## src/rtl/ttss_pkg.sv

```systemverilog
// Shared constants and types for the texture filter stage and its polygon source
package ttss_pkg;
    localparam int COLOR_W = 8;
    localparam int FRAC_W = 8;
    localparam int LOD_INT_W = 4;
    localparam int COORD_W = 16;
    localparam int SUB_W = 8;
    localparam int ADDR_W = 24;
    localparam int BF_W = 3;
    localparam logic [COORD_W-1:0] HALF_TEXEL = 16'h0080;
    localparam logic [FRAC_W-1:0] FRAC_ONE_M1 = 8'hff;
    localparam logic [1:0] BILIN_TAPS_M1 = 2'h3;
    localparam logic [1:0] SUPER_POINTS_M1 = 2'h3;
    localparam logic [BF_W-1:0] BF_ZERO = 3'h0;
    localparam logic [BF_W-1:0] BF_ONE = 3'h1;
    localparam logic [BF_W-1:0] BF_SRC_ALPHA = 3'h4;
    localparam logic [BF_W-1:0] BF_INV_SRC_ALPHA = 3'h5;

    typedef enum logic [1:0] {FILTER_POINT, FILTER_BILINEAR, FILTER_TRI_A, FILTER_TRI_B}
        ttss_filter_e;
    typedef enum logic [1:0] {KIND_OPAQUE, KIND_TRANSLUCENT, KIND_PUNCH} ttss_kind_e;

    typedef struct packed {
        logic [COLOR_W-1:0] a;
        logic [COLOR_W-1:0] r;
        logic [COLOR_W-1:0] g;
        logic [COLOR_W-1:0] b;
    } ttss_argb_s;

    // Scale one channel by a 9-bit weight where 9'h100 stands for one
    function automatic logic [15:0] ttss_wmul(input logic [7:0] c, input logic [8:0] w);
        logic [16:0] p;
        p = {9'h000, c} * {8'h00, w};
        return p[15:0];
    endfunction
endpackage

```

## src/rtl/ttss_link_if.sv

```systemverilog
// Link between the polygon source and the filter stage
`timescale 1ns/1ps
interface ttss_link_if;
    logic reqValid;
    logic reqReady;
    logic [ttss_pkg::COORD_W-1:0] u;
    logic [ttss_pkg::COORD_W-1:0] v;
    logic [ttss_pkg::LOD_INT_W+ttss_pkg::FRAC_W-1:0] detail;
    ttss_pkg::ttss_filter_e filterMode;
    ttss_pkg::ttss_kind_e polyKind;
    logic superSample;
    logic source_buffer_select;
    logic dest_buffer_select;
    logic [ttss_pkg::BF_W-1:0] source_blend_factor;
    logic [ttss_pkg::BF_W-1:0] dest_blend_factor;
    ttss_pkg::ttss_argb_s baseColor;
    ttss_pkg::ttss_argb_s secondaryPixel;
    logic texReq;
    logic [ttss_pkg::ADDR_W-1:0] texAddr;
    logic texValid;
    ttss_pkg::ttss_argb_s texData;
    logic pixValid;
    ttss_pkg::ttss_argb_s pixColor;
    logic pixDestSecondary;
    logic [ttss_pkg::BF_W-1:0] pixSrcFactor;
    logic [ttss_pkg::BF_W-1:0] pixDstFactor;
    logic pixError;

    modport device (
        input reqValid, u, v, detail, filterMode, polyKind, superSample,
        input source_buffer_select, dest_buffer_select, source_blend_factor,
        input dest_blend_factor, baseColor, secondaryPixel, texValid, texData,
        output reqReady, texReq, texAddr, pixValid, pixColor, pixDestSecondary,
        output pixSrcFactor, pixDstFactor, pixError
    );
    modport source (
        output reqValid, u, v, detail, filterMode, polyKind, superSample,
        output source_buffer_select, dest_buffer_select, source_blend_factor,
        output dest_blend_factor, baseColor, secondaryPixel, texValid, texData,
        input reqReady, texReq, texAddr, pixValid, pixColor, pixDestSecondary,
        input pixSrcFactor, pixDstFactor, pixError
    );
endinterface

```

## src/rtl/ttss_weight.sv

```systemverilog
// Weighted accumulation of one texel into four channel sums
`timescale 1ns/1ps
module ttss_weight (
    // Texel and weight
    input wire ttss_pkg::ttss_argb_s texel,
    input wire logic [8:0] weight,
    // Running sums
    input wire logic [19:0] accIn [4],
    output logic [19:0] accOut [4]
);
    always_comb
    begin
        accOut[0] = accIn[0] + {4'h0, ttss_pkg::ttss_wmul(texel.a, weight)};
        accOut[1] = accIn[1] + {4'h0, ttss_pkg::ttss_wmul(texel.r, weight)};
        accOut[2] = accIn[2] + {4'h0, ttss_pkg::ttss_wmul(texel.g, weight)};
        accOut[3] = accIn[3] + {4'h0, ttss_pkg::ttss_wmul(texel.b, weight)};
    end
endmodule // ttss_weight

```

## src/rtl/ttss_filter.sv

```systemverilog
// Texture filter stage: bilinear, tri-linear passes, super-sampling, secondary flush
//
// Contract
// - Tri-linear mixes two mip bilinears, eight texels
// - Pass A: higher level times one minus fraction
// - Pass B: lower level times fraction
// - Opaque two passes, translucent three, same geometry
// - Opaque: pass A one/zero, pass B adds
// - Opaque pass B goes in translucent list
// - Translucent: passes into secondary, then flush
// - Source select 1 passes secondary pixel unchanged
// - Flush pass suggests factors 4 and 5
// - All translucent passes in translucent list
// - Never tri-linear on punch-through polygons
// - Super-sampling takes four half-offset points
// - Super-sampling fetches four times texture data
// - Transparent texels average colour and alpha alike
// - Bilinear weights four neighbouring texels
`timescale 1ns/1ps
module ttss_filter (
    // Clock and reset
    input wire logic clock,
    input wire logic reset,
    // Link
    ttss_link_if.device link
);
    typedef enum logic [2:0] {ST_IDLE, ST_FETCH, ST_WAIT, ST_POINT, ST_OUT} ttss_state_e;

    typedef struct packed {
        ttss_state_e state;
        logic [ttss_pkg::COORD_W-1:0] u;
        logic [ttss_pkg::COORD_W-1:0] v;
        logic [ttss_pkg::LOD_INT_W-1:0] level;
        logic [ttss_pkg::FRAC_W-1:0] frac;
        ttss_pkg::ttss_filter_e mode;
        logic superSample;
        logic [1:0] tap;
        logic [1:0] point;
        logic [79:0] acc;
        logic [79:0] sum;
        logic texReq;
        logic [ttss_pkg::ADDR_W-1:0] texAddr;
        logic pixValid;
        ttss_pkg::ttss_argb_s pixColor;
        logic pixDestSecondary;
        logic [ttss_pkg::BF_W-1:0] pixSrcFactor;
        logic [ttss_pkg::BF_W-1:0] pixDstFactor;
        logic pixError;
    } ttss_state_s;

    ttss_state_s cur;
    ttss_state_s next_cur;
    logic [19:0] accIn [4];
    logic [19:0] accOut [4];
    logic [8:0] tapWeight;
    logic [31:0] tapCoord;

    // Texel address from level and integer texel coordinate
    function automatic logic [ttss_pkg::ADDR_W-1:0] texelAddr(
        input logic [3:0] lvl, input logic [7:0] tu, input logic [7:0] tv);
        return {4'h0, lvl, tv, tu};
    endfunction

    // Bilinear tap weight from the sub-texel position
    function automatic logic [8:0] bilinWeight(input logic [1:0] t,
        input logic [7:0] fu, input logic [7:0] fv);
        logic [8:0] wu;
        logic [8:0] wv;
        logic [17:0] p;
        wu = t[0] ? {1'b0, fu} : 9'h100 - {1'b0, fu};
        wv = t[1] ? {1'b0, fv} : 9'h100 - {1'b0, fv};
        p = {9'h000, wu} * {9'h000, wv};
        return p[16:8];
    endfunction

    // Fetch and weighting share one point, so offset samples blend around that point
    function automatic logic [31:0] pointCoord(input logic [15:0] bu, input logic [15:0] bv,
        input logic [1:0] pt, input logic lower);
        logic [15:0] pu;
        logic [15:0] pv;
        // Super-sample points at (0,0), (.5,0), (0,.5), (.5,.5)
        pu = bu + (pt[0] ? ttss_pkg::HALF_TEXEL : 16'h0000);
        pv = bv + (pt[1] ? ttss_pkg::HALF_TEXEL : 16'h0000);
        if (lower)
        begin
            // Lower level halves the coordinate
            pu = {1'b0, pu[15:1]};
            pv = {1'b0, pv[15:1]};
        end
        return {pu, pv};
    endfunction

    assign accIn[0] = cur.acc[79:60];
    assign accIn[1] = cur.acc[59:40];
    assign accIn[2] = cur.acc[39:20];
    assign accIn[3] = cur.acc[19:0];
    assign tapCoord = pointCoord(cur.u, cur.v, cur.point, cur.mode == ttss_pkg::FILTER_TRI_B);
    assign tapWeight = (cur.mode == ttss_pkg::FILTER_POINT) ? 9'h100
        : bilinWeight(cur.tap, tapCoord[23:16], tapCoord[7:0]);

    ttss_weight i_ttss_weight (
        .texel(link.texData),
        .weight(tapWeight),
        .accIn(accIn),
        .accOut(accOut)
    );

    always_comb
    begin
        logic [ttss_pkg::COORD_W-1:0] pu;
        logic [ttss_pkg::COORD_W-1:0] pv;
        logic [7:0] tu;
        logic [7:0] tv;
        logic [3:0] lvl;
        logic [8:0] pw;
        logic [19:0] ch;
        logic [15:0] sc;
        ttss_pkg::ttss_argb_s avg;
        pu = '0;
        pv = '0;
        tu = '0;
        tv = '0;
        lvl = '0;
        pw = '0;
        ch = '0;
        sc = '0;
        avg = '0;
        next_cur = cur;
        next_cur.pixValid = 1'b0;
        case (cur.state)
            ST_IDLE:
            begin
                if (link.reqValid)
                begin
                    next_cur.u = link.u;
                    next_cur.v = link.v;
                    next_cur.level = link.detail[11:8];
                    next_cur.frac = link.detail[7:0];
                    next_cur.mode = link.filterMode;
                    next_cur.superSample = link.superSample;
                    next_cur.tap = 2'h0;
                    next_cur.point = 2'h0;
                    next_cur.acc = '0;
                    next_cur.sum = '0;
                    next_cur.pixDestSecondary = link.dest_buffer_select;
                    next_cur.pixSrcFactor = link.source_blend_factor;
                    next_cur.pixDstFactor = link.dest_blend_factor;
                    next_cur.pixError = 1'b0;
                    if (link.source_buffer_select)
                    begin
                        // Flush pass ignores shading and texture entirely
                        next_cur.pixColor = link.secondaryPixel;
                        next_cur.state = ST_OUT;
                    end
                    else if (link.polyKind == ttss_pkg::KIND_PUNCH &&
                        (link.filterMode == ttss_pkg::FILTER_TRI_A ||
                        link.filterMode == ttss_pkg::FILTER_TRI_B))
                    begin
                        next_cur.pixColor = '0;
                        next_cur.pixError = 1'b1;
                        next_cur.state = ST_OUT;
                    end
                    else
                    begin
                        next_cur.state = ST_FETCH;
                    end
                end
            end
            ST_FETCH:
            begin
                pu = tapCoord[31:16];
                pv = tapCoord[15:0];
                lvl = (cur.mode == ttss_pkg::FILTER_TRI_B) ? cur.level + 4'h1 : cur.level;
                tu = pu[15:8] + {7'h00, cur.tap[0]};
                tv = pv[15:8] + {7'h00, cur.tap[1]};
                next_cur.texReq = 1'b1;
                next_cur.texAddr = texelAddr(lvl, tu, tv);
                next_cur.state = ST_WAIT;
            end
            ST_WAIT:
            begin
                next_cur.texReq = 1'b0;
                if (link.texValid)
                begin
                    // Colour and alpha share one weighting path
                    next_cur.acc = {accOut[0], accOut[1], accOut[2], accOut[3]};
                    if (cur.mode != ttss_pkg::FILTER_POINT && cur.tap != ttss_pkg::BILIN_TAPS_M1)
                    begin
                        next_cur.tap = cur.tap + 2'h1;
                        next_cur.state = ST_FETCH;
                    end
                    else
                    begin
                        next_cur.state = ST_POINT;
                    end
                end
            end
            ST_POINT:
            begin
                for (int i = 0; i < 4; i++)
                begin
                    ch = cur.acc[79-20*i -: 20];
                    next_cur.sum[79-20*i -: 20] = cur.sum[79-20*i -: 20]
                        + {8'h00, ch[19:8]};
                end
                next_cur.acc = '0;
                next_cur.tap = 2'h0;
                if (cur.superSample && cur.point != ttss_pkg::SUPER_POINTS_M1)
                begin
                    next_cur.point = cur.point + 2'h1;
                    next_cur.state = ST_FETCH;
                end
                else
                begin
                    next_cur.state = ST_OUT;
                    pw = (cur.mode == ttss_pkg::FILTER_TRI_A)
                        ? 9'h100 - {1'b0, cur.frac}
                        : (cur.mode == ttss_pkg::FILTER_TRI_B) ? {1'b0, cur.frac}
                        : 9'h100;
                    for (int i = 0; i < 4; i++)
                    begin
                        ch = next_cur.sum[79-20*i -: 20];
                        if (cur.superSample)
                            ch = {2'h0, ch[19:2]};
                        sc = ttss_pkg::ttss_wmul(ch[7:0], pw);
                        avg[31-8*i -: 8] = sc[15:8];
                    end
                    next_cur.pixColor = avg;
                end
            end
            ST_OUT:
            begin
                next_cur.pixValid = 1'b1;
                next_cur.state = ST_IDLE;
            end
            default:
            begin
                next_cur.state = ST_IDLE;
            end
        endcase
    end

    always_ff @(posedge clock or posedge reset)
    begin
        if (reset)
        begin
            cur <= '0;
        end
        else
        begin
            cur <= next_cur;
        end
    end

    assign link.reqReady = (cur.state == ST_IDLE);
    assign link.texReq = cur.texReq;
    assign link.texAddr = cur.texAddr;
    assign link.pixValid = cur.pixValid;
    assign link.pixColor = cur.pixColor;
    assign link.pixDestSecondary = cur.pixDestSecondary;
    assign link.pixSrcFactor = cur.pixSrcFactor;
    assign link.pixDstFactor = cur.pixDstFactor;
    assign link.pixError = cur.pixError;
endmodule // ttss_filter

```

## src/flat_wrapper.sv

```systemverilog
// flat-port wrapper written by rule: the top's interface ports become plain ports
module ttss_filter_flat 
  (clock, reset, link_reqValid, link_u, link_v, link_detail, link_filterMode, link_polyKind, link_superSample, link_source_buffer_select, link_dest_buffer_select, link_source_blend_factor, link_dest_blend_factor, link_baseColor, link_secondaryPixel, link_texValid, link_texData, link_reqReady, link_texReq, link_texAddr, link_pixValid, link_pixColor, link_pixDestSecondary, link_pixSrcFactor, link_pixDstFactor, link_pixError);
  ttss_link_if link_i ();
  input wire logic clock;
  input wire logic reset;
  input wire logic [$bits(link_i.reqValid)-1:0] link_reqValid;
  input wire logic [$bits(link_i.u)-1:0] link_u;
  input wire logic [$bits(link_i.v)-1:0] link_v;
  input wire logic [$bits(link_i.detail)-1:0] link_detail;
  input wire logic [$bits(link_i.filterMode)-1:0] link_filterMode;
  input wire logic [$bits(link_i.polyKind)-1:0] link_polyKind;
  input wire logic [$bits(link_i.superSample)-1:0] link_superSample;
  input wire logic [$bits(link_i.source_buffer_select)-1:0] link_source_buffer_select;
  input wire logic [$bits(link_i.dest_buffer_select)-1:0] link_dest_buffer_select;
  input wire logic [$bits(link_i.source_blend_factor)-1:0] link_source_blend_factor;
  input wire logic [$bits(link_i.dest_blend_factor)-1:0] link_dest_blend_factor;
  input wire logic [$bits(link_i.baseColor)-1:0] link_baseColor;
  input wire logic [$bits(link_i.secondaryPixel)-1:0] link_secondaryPixel;
  input wire logic [$bits(link_i.texValid)-1:0] link_texValid;
  input wire logic [$bits(link_i.texData)-1:0] link_texData;
  output wire logic [$bits(link_i.reqReady)-1:0] link_reqReady;
  output wire logic [$bits(link_i.texReq)-1:0] link_texReq;
  output wire logic [$bits(link_i.texAddr)-1:0] link_texAddr;
  output wire logic [$bits(link_i.pixValid)-1:0] link_pixValid;
  output wire logic [$bits(link_i.pixColor)-1:0] link_pixColor;
  output wire logic [$bits(link_i.pixDestSecondary)-1:0] link_pixDestSecondary;
  output wire logic [$bits(link_i.pixSrcFactor)-1:0] link_pixSrcFactor;
  output wire logic [$bits(link_i.pixDstFactor)-1:0] link_pixDstFactor;
  output wire logic [$bits(link_i.pixError)-1:0] link_pixError;
  assign link_i.reqValid = link_reqValid;
  assign link_i.u = link_u;
  assign link_i.v = link_v;
  assign link_i.detail = link_detail;
  assign link_i.filterMode = link_filterMode;
  assign link_i.polyKind = link_polyKind;
  assign link_i.superSample = link_superSample;
  assign link_i.source_buffer_select = link_source_buffer_select;
  assign link_i.dest_buffer_select = link_dest_buffer_select;
  assign link_i.source_blend_factor = link_source_blend_factor;
  assign link_i.dest_blend_factor = link_dest_blend_factor;
  assign link_i.baseColor = link_baseColor;
  assign link_i.secondaryPixel = link_secondaryPixel;
  assign link_i.texValid = link_texValid;
  assign link_i.texData = link_texData;
  assign link_reqReady = link_i.reqReady;
  assign link_texReq = link_i.texReq;
  assign link_texAddr = link_i.texAddr;
  assign link_pixValid = link_i.pixValid;
  assign link_pixColor = link_i.pixColor;
  assign link_pixDestSecondary = link_i.pixDestSecondary;
  assign link_pixSrcFactor = link_i.pixSrcFactor;
  assign link_pixDstFactor = link_i.pixDstFactor;
  assign link_pixError = link_i.pixError;
  ttss_filter u_core (.clock(clock), .reset(reset), .link(link_i));
endmodule
```

## config.mk

```make
export PLATFORM = sky130hd
export DESIGN_NAME = ttss_filter_flat
export DESIGN_NICKNAME = d
export VERILOG_FILES = /design/src/rtl/ttss_pkg.sv /design/src/rtl/ttss_link_if.sv /design/src/rtl/ttss_weight.sv /design/src/rtl/ttss_filter.sv /design/src/flat_wrapper.sv
export SDC_FILE = /design/constraint.sdc
export NUM_CORES = 2
export LEC_CHECK = 0
export ABC_AREA = 1
export BUFFER_PORTS_ARGS = -buffer_cell sky130_fd_sc_hd__buf_2
export CORE_UTILIZATION = 65
export CTS_BUF_LIST = sky130_fd_sc_hd__clkbuf_16
export CTS_CLUSTER_DIAMETER = 50
export DETAILED_ROUTE_END_ITERATION = 10
export GPL_ROUTABILITY_DRIVEN = 0
export PLACE_DENSITY = 0.95
export SYNTH_ARGS = -nofsm -noshare
export SYNTH_HDL_FRONTEND = slang
export SYNTH_SLANG_ARGS = --single-unit
```

## constraint.sdc

```tcl
create_clock -name clock -period 21.4 [get_ports clock]
set_input_delay 2.14 -clock clock [delete_from_list [all_inputs] [get_ports clock]]
set_output_delay 2.14 -clock clock [all_outputs]
set_load 0.02 [all_outputs]
```

== Word-level counts from Yosys, hierarchy flattened ==
Cells that the tools add are included.
Widths: inputs -> output; s select.

* Add/sub/neg operators: 18
* $mul: 9
* Eq/ne operators: 17
* Multiplexer cells: 46
* Reductions and logical operators: 17

{| class="wikitable"
|+ Operator list
! operator !! number
|-
| $pmux 80 s3 || 1
|-
| $mux 214 || 1
|-
| $pmux 80 s2 || 1
|-
| $mul 8x9->16 || 8
|-
| $mux 8 || 14
|-
| $mux 32 || 3
|-
| $add 20x12->20 || 4
|-
| $add 20x16->20 || 4
|-
| $mux 80 || 1
|-
| $pmux 32 s2 || 1
|-
| $mux 9 || 5
|-
| $mux 40 || 1
|-
| $add 16x16->16 || 2
|-
| $mux 16 || 2
|-
| $sub 9x8->9 const A || 3
|-
| $mul 9x9->17 || 1
|-
| $add 8x1->8 || 2
|-
| $mux 3 || 4
|-
| $pmux 3 s4 || 1
|-
| $eq 2x2->1 const B || 5
|-
| $ne 2x2->1 const B || 5
|-
| $mux 2 || 4
|-
| $reduce_and 4->1 || 2
|-
| $eq 3x2->1 const B || 2
|-
| other kinds (19) || 30
|}

* Bits in registers: 276
* Input bits: 157
* Word-level logic and storage cells: 129

== Depth between registers and ports, before layout ==
* Depth after elaboration: 11
* Depth in mapped cells: 65
* Gate-level depth less buffers: 63

== Modules after synthesis ==
Synthesis repeated with hierarchy kept, for this count alone.

* Cells, all modules: 5805
* Area, all modules: 39520.4 sq um

{| class="wikitable"
|+ By module, submodules not included
! module !! instances !! cells each !! area an instance (sq um)
|-
| ttss_filter || 1 || 3427 || 25122.8
|-
| ttss_weight || 1 || 2378 || 14397.6
|}

== Worst setup path after synthesis ==
Ideal clock, no wire load.

* Kind: register to register
* Start point: register u_core.cur[232] in the netlist's numbering
* End point: register u_core.cur (netlist bit u_core.accIn[17])
* Arrival time: 10029 ps
* Path slack: 11252 ps
* Cell stages (with the launch flop): 54
* Buffers on the path: 3
* Path through: dfrtp_1 -> buf_4 -> nand2_4 -> buf_6 -> nand2_1 -> o21ai_1 -> ha_1 -> inv_1 -> nor3_4 -> nor2_1 -> xnor2_1 -> nor2_1 -> fa_1 -> inv_1 -> fa_1 -> inv_1 -> fa_1 -> inv_1 -> [18 not listed] -> nand2_1 -> or2_2 -> nand3_1 -> a21oi_1 -> o21ai_0 -> nand2_1 -> nand2_1 -> a21oi_1 -> xnor2_1 -> ha_1 -> a21oi_1 -> o21ai_0 -> a21oi_1 -> nand2_1 -> a21oi_1 -> nor2_1 -> a21oi_1 -> nor2_1

* Longest elaborated chain between the ends: 10

{| class="wikitable"
|+ RTL lines
! what !! line !! source
|-
| from (decl) || ttss_filter.sv:51 || <nowiki>ttss_state_s cur;</nowiki>
|-
| from (signal assigned) || ttss_filter.sv:251 || <nowiki>cur <= next_cur;</nowiki>
|-
| $eq 2x2->1 || ttss_filter.sv:97 || <nowiki>assign tapCoord = pointCoord(cur.u, cur.v, cur.point, cur.mode == ttss_pkg::FILTER_TRI_B);</nowiki>
|-
| $mux 16 || ttss_filter.sv:84 || <nowiki>if (lower)</nowiki>
|-
| $sub 9x8->9, on equally long branches || ttss_filter.sv:70, ttss_filter.sv:71 ||
|-
| $mux 9, on equally long branches || ttss_filter.sv:70, ttss_filter.sv:71 ||
|-
| $mul 9x9->17 || ttss_filter.sv:72 || <nowiki>p = {9'h000, wu} * {9'h000, wv};</nowiki>
|-
| $mux 9 (*) || ttss_filter.sv:98 || <nowiki>assign tapWeight = (cur.mode == ttss_pkg::FILTER_POINT) ? 9'h100</nowiki>
|-
| $mul 8x9->16 (*) || ttss_pkg.sv:33 || <nowiki>p = {9'h000, c} * {8'h00, w};</nowiki>
|-
| $add 20x16->20 (*) || ttss_weight.sv:16 || <nowiki>accOut[3] = accIn[3] + {4'h0, ttss_pkg::ttss_wmul(texel.b, weight)};</nowiki>
|-
| $mux 80 (*) || ttss_filter.sv:183 || <nowiki>if (link.texValid)</nowiki>
|-
| $pmux 80 s3 (*) || ttss_filter.sv:130 || <nowiki>case (cur.state)</nowiki>
|}

Every way passes the cells marked *; elsewhere a longest branch is shown, timed or not. The select of a mux whose other input is x is not followed.
A chain may end at the register's enable or synchronous reset.

== Worst setup path after layout ==
Ends and elaborated chain as after synthesis.

==> results.toml <==
[run_status]
outcome = "finished, final reports clean"

[min_path]
hold_class = "reg -> reg"
hold_depth = 2
hold_path.startpoint = "u_core.link.pixSrcFactor[2]"
whs_endpoint = "u_core.link.pixSrcFactor[2]"

[worst_setup_path]
cp_max_fo = 49
path_depth = 49
path_buf_inv = 7
r2r-start = "u_core.cur[232]"
worstPathArrival_ns = 13.30
path_class = "reg -> reg"
cp_slowest_stage_delay_ns = 0.75
r2r_setup_slack_ns = 8.58
startpoint_type = "register"
crit_top_cell = "nand2_1"
r2r_end = "u_core.accIn[17]"
critPathTopFamily = "adder cells"
critPathSlowestCell = "nand3_1"
crit_required_ns = 21.88
end_kind = "register"
r2r_cells = 49

[clocking]
postCtsResizedCells = 0
numClockSinks = 228
clkLatencyLatePin_ns = 0.59
cts_setup_buffers = 0
cts_tree = "built"
htree_levels = 1
numCtsBuffers = 28
path_clk_slew_ns = 0.06
cts_max_path_buffers = 3
cts_root_buffer = "clkbuf_16"
ctsHoldBuffers = 0

[sta]
setup_viol = 0
final.min_clock_period_ns = 12.82
rsz0062_at_grt = "no"
slew_violations = 0
relSlewSlack_pct = 10.9
max_freq_mhz = 78.0
tightest_slew_ns = 1.32
finalHoldViolations = 0
fin_tns_setup_ns = 0
finClkSkew_ns = 0.0270
min_period_over_period_pct = 59.9
layout_setup_ws_ns = 8.58

[route]
detail_route.iter0.violations = 3471
wl_per_cell_um = 16.9
routed_wl_um = 95700
ant_nets = 0
vias = 33800
first_pass_iters = 6
vias_per_cell = 5.97
drc = 0

[logic_synthesis]
synthCells = 4857
synth_top_area_share_pct = 21.2
netlist-cell-type-count = 63
avgSynthCellArea_um2 = 7.39
synthTopCellsByCount = "1112 x nand2_1, 844 x inv_1, 543 x nor2_1, 414 x ha_1, 380 x fa_1"
yosys_warnings = 0
synthArstFlopShare_pct = 100
yosys_most_used_dff = "dfrtp_1"
syn-cell-area_um2 = 35900
yosysTopAreaCell = "fa_1"
ys_top_cells_by_area = "fa_1 21%, dfrtp_1 16%, ha_1 14%"
seq_area_frac_synth_pct = 15.9
ys_seq_elements = 228
yosysMostFrequentCell = "nand2_1"
synth-edff-count = 0

[final_layout]
layout.nets = 5878
fillers = 3849
fin_cells = 5653
drive_above_1_share_pct = 7.58
area_growth_syn_to_layout_pct = 5.57

[grt]
grt_pass1_wl_um = 160000
grt_use_total_pct = 34.5
antenna_found_initial = 11
grt_start_max_net_pins = 119
grt-ovfl-total = 0
grt_pass1_vias = 33700

[placed_design]
portBuffers = 187
hpwlAfterDp_um = 73200
pre_cts_ws_ns = 8.91
place_inst = 5593

[floorplanning]
pin_count = 224
die_h_um = 237
die_w_um = 237
core_um2 = 54100
die-area_um2 = 56100
core.rowCount = 85
start_util_pct = 66.3

[flow_run]
cap_violations = 0
-- area by class of cell --
type                            count  area [µm²]  area share, %
Clock buffer                       28         701           1.85
Multi-Input combinational cell   3597       26000           68.6
Timing Repair Buffer              216        1150           3.05
Antenna cell                       10        25.0         0.0661
Clock inverter                     22         208          0.548
Tap cell                          696         871           2.30
Inverter                          856        3220           8.51
Sequential cell                   228        5710           15.1
-- logic make-up after synthesis --
| logic type | after synthesis | synth area share, % |
|---|---|---|
| other cells | 1 | 0.0105 |
| mux | 1 | 0.0279 |
| compound gates | 642 | 9.93 |
| buf+inv | 1035 | 11.8 |
| simple gates | 2048 | 24.0 |
| fa+ha+maj | 794 | 35.6 |
| flops | 228 | 15.9 |
| xor+xnor | 108 | 2.66 |
-- routing by layer --
| metal | global-route usage, % | vias up | part of all wire (%) |
|---|---|---|---|
| met3 | 5.50 | 499 | 9.9 |
| met2 | 57.5 | 2063 | 47 |
| li1 | - | 15400 | - |
| met1 | 43.2 | 15800 | 37 |
| met5 | 0 | - | 0 |
| met4 | 18.2 | 0 | 6.0 |
-- how the worst max path moves through the flow --
stage	start	endpoint	slack (ns)
floorplan	u_core.cur[232]	u_core.accIn[17]	11.25
global placement	u_core.cur[232]	u_core.accIn[17]	9.32
detailed placement	u_core.cur[232]	u_core.accIn[17]	8.91
CTS	u_core.cur[232]	u_core.accIn[17]	8.86
global route	u_core.cur[232]	u_core.accIn[17]	7.74
finish	u_core.cur[232]	u_core.accIn[17]	8.58
-- state kept, by name (all words and copies together) (netlist names) --
signal and count:
u_core.cur 94, u_core.accIn 72, u_core.link.pixColor 32, u_core.link.texAddr 20, u_core.link.pixDstFactor 3, u_core.link.pixSrcFactor 3, u_core.link.pixDestSecondary 1, u_core.link.pixError 1
u_core.link.pixValid 1, u_core.link.texReq 1
-- worst min-delay path: stages, from the launching register on --
cell,delay [ns]
dfrtp_1,0.34
nand2_1,0.05
nand2_1,0.05
-- per-stage QoR --
| step | cell area [µm²] | utilization [%] | hold slack [ns] |
|---|---|---|---|
| finish | 37900 | 70.0 | 0.473 |
| CTS | 37900 | 69.9 | 0.474 |
| global placement | 36900 | 68.2 | 0.451 |
| detailed placement | 36900 | 68.2 | 0.459 |
| global route | 37900 | 70.0 | 0.492 |
| floorplan | 35900 | - | 0.443 |
-- placed cells by master, fill, tap and decap left out, drive strengths merged, types with 20 or more instances in the layout --
| master | n |
|---|---|
| a21oi | 260 |
| buf | 216 |
| clkbuf | 28 |
| dfrtp | 228 |
| fa | 380 |
| ha | 414 |
| inv | 858 |
| nand2 | 1126 |
| nand3 | 169 |
| nand3b | 20 |
| nand4 | 80 |
| nor2 | 574 |
| nor3 | 29 |
| o21ai | 274 |
| or2 | 31 |
| xnor2 | 38 |
| xor2 | 70 |
Power is not shown: default switching activity piles up to over one toggle a cycle in this logic, so the estimate is an artifact.
